<file path="src/hdl/ars_pkg.sv">
// constants and helpers for the conversion result slot register bank
package ars_pkg;

   // slot geometry
   localparam int unsigned ARS_MAX_SLOTS = 4;
   localparam int unsigned ARS_RES_W = 12;
   localparam int unsigned ARS_FIRST_SLOT = 2;

   // apb address space
   localparam int unsigned ARS_ADDR_W = 8;
   typedef logic [ARS_ADDR_W-1:0] ars_addr_t;
   localparam ars_addr_t ARS_OFF_SLOT_BASE = 8'h00;
   localparam int unsigned ARS_SLOT_STRIDE = 4;
   localparam ars_addr_t ARS_OFF_SLOT2 = 8'h00;
   localparam ars_addr_t ARS_OFF_SLOT3 = 8'h04;
   localparam ars_addr_t ARS_OFF_SLOT4 = 8'h08;
   localparam ars_addr_t ARS_OFF_SLOT5 = 8'h0c;
   localparam ars_addr_t ARS_OFF_INT_STATUS = 8'h10;
   localparam ars_addr_t ARS_OFF_INT_MASK = 8'h14;

   // slot word fields
   localparam int unsigned ARS_VAL_MSB = 15;
   localparam int unsigned ARS_VAL_LSB = 4;
   localparam int unsigned ARS_OVR_BIT = 1;
   localparam int unsigned ARS_STO_BIT = 0;

   // interrupt layout: stored events low nibble, overrun events high
   localparam int unsigned ARS_INT_W = 8;
   localparam int unsigned ARS_INT_STO_LSB = 0;
   localparam int unsigned ARS_INT_OVR_LSB = 4;

   // reset values
   localparam logic [31:0] ARS_SLOT_RESET = 32'h0000_0000;
   localparam logic [7:0] ARS_INT_STATUS_RESET = 8'h00;
   localparam logic [7:0] ARS_INT_MASK_RESET = 8'h00;
   localparam logic ARS_FLAG_RESET = 1'b0;

   typedef logic [31:0] ars_word_t;

   // build the software view of one slot
   function automatic ars_word_t ars_slot_word(input logic [11:0] v,
                                               input logic ovr,
                                               input logic sto);
      ars_word_t w;
      w = ARS_SLOT_RESET;
      w[ARS_VAL_MSB:ARS_VAL_LSB] = v;
      w[ARS_OVR_BIT] = ovr;
      w[ARS_STO_BIT] = sto;
      return w;
   endfunction

endpackage

</file>
<file path="src/hdl/ars_slot.sv">
// one conversion result slot with its stored and overrun flags
`timescale 1ns/1ps
module ars_slot #(
   parameter int unsigned RES_W = ars_pkg::ARS_RES_W
) (
   input wire logic sys_clk,
   input wire logic sys_rst,
   input wire logic clk_en,
   input wire logic wr,
   input wire logic [RES_W-1:0] wr_value,
   input wire logic rd_clr,
   output logic [RES_W-1:0] value,
   output logic stored_flag,
   output logic overrun_flag,
   output logic store_evt,
   output logic overrun_evt
);
   import ars_pkg::*;

   assign store_evt = clk_en & wr;
   // a read in the same cycle consumes the old value, so no overrun
   assign overrun_evt = clk_en & wr & stored_flag & ~rd_clr;

   always_ff @(posedge sys_clk) begin
      if (sys_rst) begin
         value <= '0;
      end else if (clk_en && wr) begin
         value <= wr_value;
      end
   end

   // set wins over a read clear in the same cycle
   always_ff @(posedge sys_clk) begin
      if (sys_rst) begin
         stored_flag <= ARS_FLAG_RESET;
      end else if (clk_en) begin
         if (wr) begin
            stored_flag <= 1'b1;
         end else if (rd_clr) begin
            stored_flag <= 1'b0;
         end
      end
   end

   always_ff @(posedge sys_clk) begin
      if (sys_rst) begin
         overrun_flag <= ARS_FLAG_RESET;
      end else if (clk_en) begin
         if (overrun_evt) begin
            overrun_flag <= 1'b1;
         end else if (rd_clr) begin
            overrun_flag <= 1'b0;
         end
      end
   end
endmodule

</file>
<file path="src/hdl/ars_top.sv">
// apb register bank holding conversion result slots two to five
//
// Chosen here: the register addresses and the APB interface to the registers.
`timescale 1ns/1ps

// Function
// - each slot keeps its latest 12-bit result read-only in bits 15..4.
// - a slot's overrun flag in bit 1 sets when a result lands unread.
// - a read covering the slot's low byte clears its overrun flag.
// - a slot's stored flag in bit 0 sets whenever a result is written.
// - that same low-byte read also clears the slot's stored flag.
module ars_top #(
   parameter int unsigned NUM_SLOTS = ars_pkg::ARS_MAX_SLOTS,
   parameter int unsigned RES_W = ars_pkg::ARS_RES_W
) (
   input wire logic sys_clk,
   input wire logic sys_rst,
   input wire logic clk_en,
   // apb slave
   input wire logic psel,
   input wire logic penable,
   input wire logic pwrite,
   input wire ars_pkg::ars_addr_t paddr,
   input wire logic [31:0] pwdata,
   output logic pready,
   output logic [31:0] prdata,
   output logic pslverr,
   // sequencer result port
   input wire logic res_wr,
   input wire logic [1:0] res_slot,
   input wire logic [RES_W-1:0] res_value,
   // interrupt
   output logic irq
);
   import ars_pkg::*;

   if (NUM_SLOTS < 1 || NUM_SLOTS > ARS_MAX_SLOTS) begin : g_bad_slots
      $error("NUM_SLOTS must be 1 to 4");
   end
   if (RES_W < 1 || RES_W > ARS_RES_W) begin : g_bad_width
      $error("RES_W must be 1 to 12");
   end

   // decode of the slot addresses, one bit per slot
   function automatic logic [ARS_MAX_SLOTS-1:0] slot_hit(
      input ars_addr_t a
   );
      logic [ARS_MAX_SLOTS-1:0] h;
      h = '0;
      for (int k = 0; k < ARS_MAX_SLOTS; k++) begin
         h[k] = (a == ARS_OFF_SLOT_BASE
                      + ars_addr_t'(k * ARS_SLOT_STRIDE));
      end
      return h;
   endfunction

   logic [ARS_MAX_SLOTS-1:0] slot_present;
   logic [ARS_MAX_SLOTS-1:0] addr_hit;
   logic [ARS_MAX_SLOTS-1:0] res_hit;
   logic [ARS_MAX_SLOTS-1:0] rd_clr;
   logic [ARS_MAX_SLOTS-1:0] sto_flag;
   logic [ARS_MAX_SLOTS-1:0] ovr_flag;
   logic [ARS_MAX_SLOTS-1:0] sto_evt;
   logic [ARS_MAX_SLOTS-1:0] ovr_evt;
   ars_word_t slot_word [ARS_MAX_SLOTS];

   logic rd_setup;
   logic any_setup;
   logic wr_access;
   logic hit_status;
   logic hit_mask;
   logic [ARS_INT_W-1:0] int_status;
   logic [ARS_INT_W-1:0] int_mask;
   logic [ARS_INT_W-1:0] int_set;
   logic [ARS_INT_W-1:0] int_clr;
   logic [31:0] next_rdata;
   logic next_err;

   // bus phase decode; read side effects and data capture at setup
   assign rd_setup = clk_en & psel & ~penable & ~pwrite;
   assign any_setup = clk_en & psel & ~penable;
   assign wr_access = clk_en & psel & penable & pwrite;
   assign addr_hit = slot_hit(paddr) & slot_present;
   assign hit_status = (paddr == ARS_OFF_INT_STATUS);
   assign hit_mask = (paddr == ARS_OFF_INT_MASK);

   // every apb read is a full word, so it always covers the low byte
   assign rd_clr = addr_hit & {ARS_MAX_SLOTS{rd_setup}};

   // zero wait states; stalls only while the block is frozen
   assign pready = clk_en;

   genvar gi;
   for (gi = 0; gi < ARS_MAX_SLOTS; gi++) begin : g_slot
      if (gi < NUM_SLOTS) begin : g_on
         logic [RES_W-1:0] val;
         assign slot_present[gi] = 1'b1;
         assign res_hit[gi] = res_wr && (res_slot == 2'(gi));
         ars_slot #(
            .RES_W(RES_W)
         ) u_slot (
            .sys_clk(sys_clk),
            .sys_rst(sys_rst),
            .clk_en(clk_en),
            .wr(res_hit[gi]),
            .wr_value(res_value),
            .rd_clr(rd_clr[gi]),
            .value(val),
            .stored_flag(sto_flag[gi]),
            .overrun_flag(ovr_flag[gi]),
            .store_evt(sto_evt[gi]),
            .overrun_evt(ovr_evt[gi])
         );
         // narrower results sit at the top of the value field
         assign slot_word[gi] = ars_slot_word(
            12'({val, {(ARS_RES_W - RES_W){1'b0}}}),
            ovr_flag[gi], sto_flag[gi]);
      end else begin : g_off
         assign slot_present[gi] = 1'b0;
         assign res_hit[gi] = 1'b0;
         assign sto_flag[gi] = 1'b0;
         assign ovr_flag[gi] = 1'b0;
         assign sto_evt[gi] = 1'b0;
         assign ovr_evt[gi] = 1'b0;
         assign slot_word[gi] = ARS_SLOT_RESET;
      end
   end

   // read mux and error decode
   always_comb begin
      next_rdata = '0;
      next_err = 1'b0;
      if (|addr_hit) begin
         for (int k = 0; k < ARS_MAX_SLOTS; k++) begin
            if (addr_hit[k] && !pwrite) begin
               next_rdata = slot_word[k];
            end
         end
      end else if (hit_status) begin
         if (!pwrite) begin
            next_rdata = {24'h00_0000, int_status};
         end
      end else if (hit_mask) begin
         if (!pwrite) begin
            next_rdata = {24'h00_0000, int_mask};
         end
      end else begin
         next_err = 1'b1;
      end
   end

   always_ff @(posedge sys_clk) begin
      if (sys_rst) begin
         prdata <= 32'h0000_0000;
      end else if (any_setup) begin
         prdata <= next_rdata;
      end
   end

   always_ff @(posedge sys_clk) begin
      if (sys_rst) begin
         pslverr <= 1'b0;
      end else if (any_setup) begin
         pslverr <= next_err;
      end
   end

   // sticky interrupt status, write one to clear, set wins
   assign int_set = {ovr_evt, sto_evt};
   assign int_clr = (wr_access && hit_status) ? pwdata[ARS_INT_W-1:0]
                                              : '0;

   always_ff @(posedge sys_clk) begin
      if (sys_rst) begin
         int_status <= ARS_INT_STATUS_RESET;
      end else if (clk_en) begin
         int_status <= (int_status & ~int_clr) | int_set;
      end
   end

   always_ff @(posedge sys_clk) begin
      if (sys_rst) begin
         int_mask <= ARS_INT_MASK_RESET;
      end else if (wr_access && hit_mask) begin
         int_mask <= pwdata[ARS_INT_W-1:0];
      end
   end

   assign irq = |(int_status & int_mask);

   for (gi = 0; gi < NUM_SLOTS; gi++) begin : g_chk

   end
endmodule

</file>
<file path="config.mk">
export PLATFORM = sky130hd
export DESIGN_NAME = ars_top
export DESIGN_NICKNAME = d
export VERILOG_FILES = /design/src/hdl/ars_pkg.sv /design/src/hdl/ars_slot.sv /design/src/hdl/ars_top.sv
export SDC_FILE = /design/constraint.sdc
export NUM_CORES = 1
export LEC_CHECK = 0
export ABC_AREA = 1
export ABC_CLOCK_PERIOD_IN_PS = 3400
export BUFFER_PORTS_ARGS = -buffer_cell sky130_fd_sc_hd__buf_2
export CAP_MARGIN = 20
export CELL_PAD_IN_SITES_DETAIL_PLACEMENT = 0
export CELL_PAD_IN_SITES_GLOBAL_PLACEMENT = 1
export CORE_MARGIN = 4
export CORE_UTILIZATION = 30
export DETAILED_ROUTE_END_ITERATION = 6
export PLACE_DENSITY = 0.66
export SYNTH_ARGS = -nofsm -noshare
export SYNTH_HDL_FRONTEND = slang
export SYNTH_SLANG_ARGS = --single-unit
export TNS_END_PERCENT = 20
</file>
<file path="constraint.sdc">
create_clock -name sys_clk -period 3.4 [get_ports sys_clk]
set_clock_uncertainty 0.1 [all_clocks]
set_input_delay 0.34 -clock sys_clk [delete_from_list [all_inputs] [get_ports sys_clk]]
set_output_delay 0.34 -clock sys_clk [all_outputs]
set_load 0.02 [all_outputs]
</file>
# Yosys cells after proc, flatten, opt, wreduce, memory -nomap -nowiden
# Index checks and enable logic that the tools add are counted.
# totals
n_memories,0
inputBits,61
elab_cells,112
romBits,0
latchBits,0
ramBits,0
reg_bits,105
# classes
n_bitwise,28
mux,25
eq_ne,8
n_lt_le_gt_ge,0
mul,0
div_mod_pow,0
n_shift,0
addsub,0
n_reduce_logical,35
# op_table
op,n
32-bit 2-to-1 mux,5
8-bit 2-to-1 mux,4
1-bit bitwise AND,17
8-bit bitwise AND,2
"8-bit by 4-bit == test with 1-bit output, second input constant",2
"8-bit by 5-bit == test with 1-bit output, second input constant",2
16-bit 2-to-1 mux,1
2-bit AND reduction,8
2-bit nonzero test,8
1-bit 2-to-1 mux,15
1-bit logical AND,14
"8-bit by 3-bit == test with 1-bit output, second input constant",1
8-bit logical NOT,1
8-bit inverter,1
8-bit OR,1
8-bit OR reduction,1
1-bit inverter,6
4-bit bitwise AND,1
"2-bit == test, second input constant",2
4-bit OR reduction,1
"2-bit by 1-bit == test with 1-bit output, second input constant",1
2-bit logical NOT,1
1-bit logical NOT,1

# Logic depth before layout (Yosys ltp)
# depth
word_depth,8
ltp_mapped,12
ltp_nobuf,11

# By module
# A second synthesis with hierarchy kept.
# unflattened
hier_cells,609
hier_area_um2,4535.6
# modules_own_cells
module,seq_area_each_um2,cells_per_inst,area_per_inst_um2,instances
ars_top,660.6,353,2293.4,1
ars_slot,280.3,64,560.5,4

# Least setup slack after synthesis
# Ideal clock, no wire load.
# synth_timing
path_kind,input -> register
start,in pwrite
end,reg prdata[1]
setup_ns,0.128
setup_slack_ns,1.852
arrival_time_ns,1.321
n_path_buf,2
required_time_ns,3.172
path_stages,10
path_cell_list,buf_4 > inv_4 > nand3_2 > nor2_4 > inv_2 > buf_6 > o21ai_1 > nor2_1 > nor2_1 > nor2_1
# synth_via
elab_chain_cells,7
elab_cells_between_ends,14
# synth_lines
item,line,text
start: declaration,ars_top.sv:22,"input wire logic pwrite,"
1-bit logical NOT,n/a,
1-bit logical AND,ars_top.sv:135,if (addr_hit[k] && !pwrite) begin
16-bit 2-to-1 mux,ars_top.sv:135,
32-bit 2-to-1 mux (3 in a row),ars_top.sv:135,
32-bit 2-to-1 mux (*),ars_top.sv:133,if (|addr_hit) begin
end signal: assignment,ars_top.sv:156,prdata <= next_rdata;
end: declaration,ars_top.sv:26,"output logic [31:0] prdata,"
# Every way passes the cells marked *; elsewhere a longest branch is shown, timed or not.
# A chain may end at the register's enable or synchronous reset.

# Final worst setup path
# layout_timing
start,reg int_status[2]
end,out irq
# layout_via
elab_chain_cells,2
# layout_lines
item,line,text
start: declaration,ars_top.sv:72,logic [ARS_INT_W-1:0] int_status;
start signal: assignment,ars_top.sv:177,int_status <= (int_status & ~int_clr) | int_set;
8-bit bitwise AND,ars_top.sv:189,assign irq = |(int_status & int_mask);
8-bit OR reduction,ars_top.sv:189,
end: declaration,ars_top.sv:33,output logic irq
# No other way between the ends.

==> impl_metrics.ini <==
[global_route]
grt_pass1_vias = 3699
grt_max_degree = 49
grt_pass1_wl_mm = 19.9
grt_usage_pct = 15.6
gr-total-overflow = 0
antenna_found_initial = 0

[cells_and_area]
num-fill-cells = 1524
finalInstanceArea_um2 = 4880
fin_nets = 709
layout_commonest_cell = nor2_1
antennaDiodeCount = 0
most-common-layout-cells = nor2_1 (125), nand2_1 (110), dfxtp_1 (89)
drive_above_1_share_pct = 16.7
syn_to_final_growth_pct = 15.0

[timing]
slew_headroom_pct = 57.6
slew_viol_final = 0
fmax_mhz = 550
fin_crit_sh_pct = 53.5
setup_viol = 0
rsz0062_at_grt = false
tightest_slew_ns = 0.635
tns_ns = 0
finalHoldViolCount = 0
fin_crit_ns = 1.82

[logic_synthesis]
ys_ff_latch = 89
syn_avg_cell_area_um2 = 7.03
synth_ff_type = dfxtp_1
synth-seq-area-share_pct = 42.0
synthCells = 603
synth_edf_count = 0
synth_async_sr_flop_share_pct = 0
synth_cell_types = 35
ys_warn_count = 0
synth.cell_area_um2 = 4240

[detailed_routing]
dr_total_vias = 3988
route.detailed.drc = 0
wl_per_cell_um = 14.9
detail-route-antenna-nets = 0
finalWirelength_mm = 12.4
drtIter0Drc = 368
avgViaCountPerCell = 4.79
dr.pass1.iters = 5

[critical_path]
path_class = register to output port
critPathRequiredTime_ns = 2.96
crit_fanout = 3
start_kind = register
critical_path_arrival_ns = 1.38
endpoint_kind = output port
r2r_cells = 6

[clock_tree]
clkTransAtPathRegs_ns = 0.06
cts.sinks = 89
cts_buffers = 9
clk_latency_ns = 0.33
htree_levels = 3
clockBufferDepth = 2
cts_tree = built
root_buffer = clkbuf_16
cts-hold-fix-buffers = 0
post_cts_buffers = 0
cts_resized = 0

[floorplan]
io_pins = 96
die_w_um = 127
fp.dieH_um = 127
core_region_area_um2 = 13900
initial_utilization_pct = 30.5
die_area_um2 = 16100
rows = 43

[power_and_ir_drop]
p_leak_nw = 2.06
peakVddDrop_mv = 0.262
power.density_nw_per_um2 = 452

[flow_run]
maxCapViolCount = 0

[run_status]
status = completed

[place]
dp_hpwl_mm = 8.60
placed_cell_area_um2 = 4580
globalplace.congestion = 0.805
io_buffers = 55

[worst_hold_path]
hold_depth = 4
hold_path.class = input port to register
## layer usage
layer  GRT usage (%)  vias to the layer above  wire length [um]
met3            2.23                       10               667
met1            22.7                     1856              6110
met2            23.7                      120              5530
li1                -                     2002                 -
met4            5.24                        0               146
met5               0                        -                 0
## stage by stage
stage | hold WS (ns) | power (W) | setup slack (ns) | cells | util, %
floorplan | 0.330 | 0.00121 | 1.85 | 618 | -
global placement | 0.341 | 0.00126 | 1.27 | 817 | 33.0
detailed placement | 0.345 | 0.00126 | 1.28 | 817 | 33.0
CTS | 0.175 | 0.00223 | 1.54 | 833 | 35.1
global route | 0.202 | 0.00230 | 1.47 | 833 | 35.1
finish | 0.184 | 0.00221 | 1.58 | 833 | 35.1
## worst paths after layout
| check | startpoint | to | slack, ns |
|---|---|---|---|
| min | pwdata[6] | int_status[6] | 0.18 |
| max | int_status[2] | irq | 1.58 |
| min reg2reg | g_slot[3].g_on.u_slot.value[11] | g_slot[3].g_on.u_slot.value[11] | 0.35 |
| max reg2reg | g_slot[0].g_on.u_slot.value[0] | prdata[4] | 2.31 |
## synthesized netlist by cell type, drive strengths merged (2+ instances only)
cell type	count	area share (%)
nor2	136	13
nand2	116	11
dfxtp	89	42
o21ai	73	8.6
a21oi	55	6.6
inv	42	4.0
nand3	30	4.1
buf	26	4.8
clkbuf	18	1.6
nor3	7	1.3
o211ai	3	0.53
nand4	2	0.30
## where the power goes
part	switching (W)	internal (W)	leakage (nW)
logic	0.000114	0.0000447	1.20
clock network	0.000395	0.000574	0.149
registers	0.0000118	0.00107	0.721
total	0.000521	0.00169	2.06
## sequential cells by signal, summed over array words and instances, names as in the netlist
| signal | flops |
|---|---|
| g_slot.g_on.u_slot.overrun_flag | 4 |
| g_slot.g_on.u_slot.stored_flag | 4 |
| g_slot.g_on.u_slot.value | 48 |
| int_mask | 8 |
| int_status | 8 |
| prdata | 16 |
| pslverr | 1 |
## cell type report
type | instances | area, um^2 | share of cell area (%)
clock buffer | 14 | 284 | 5.82
timing repair buffer | 63 | 335 | 6.87
multi-input combinational | 443 | 2070 | 42.5
tap | 180 | 225 | 4.62
sequential | 89 | 1780 | 36.5
inverter | 42 | 170 | 3.49
clock inverter | 2 | 10.0 | 0.205
## critical path, cell delays in order (launching register included)
cell and delay, ns:
dfxtp_1 0.32, nand2_1 0.06, nand2_1 0.06, a221oi_1 0.26, o211ai_1 0.15, buf_2 0.19
## logic make-up (layout without fill, tap and decap cells)
family | Yosys count | after routing | share of synthesized area (%)
simple gates | 293 | 293 | 31.2
other cells | 1 | 16 | 0.0884
flops | 89 | 89 | 42.0
compound gates | 134 | 134 | 16.3
buf+inv | 86 | 121 | 10.4
Note: power is estimated with default switching activity, not from simulation.
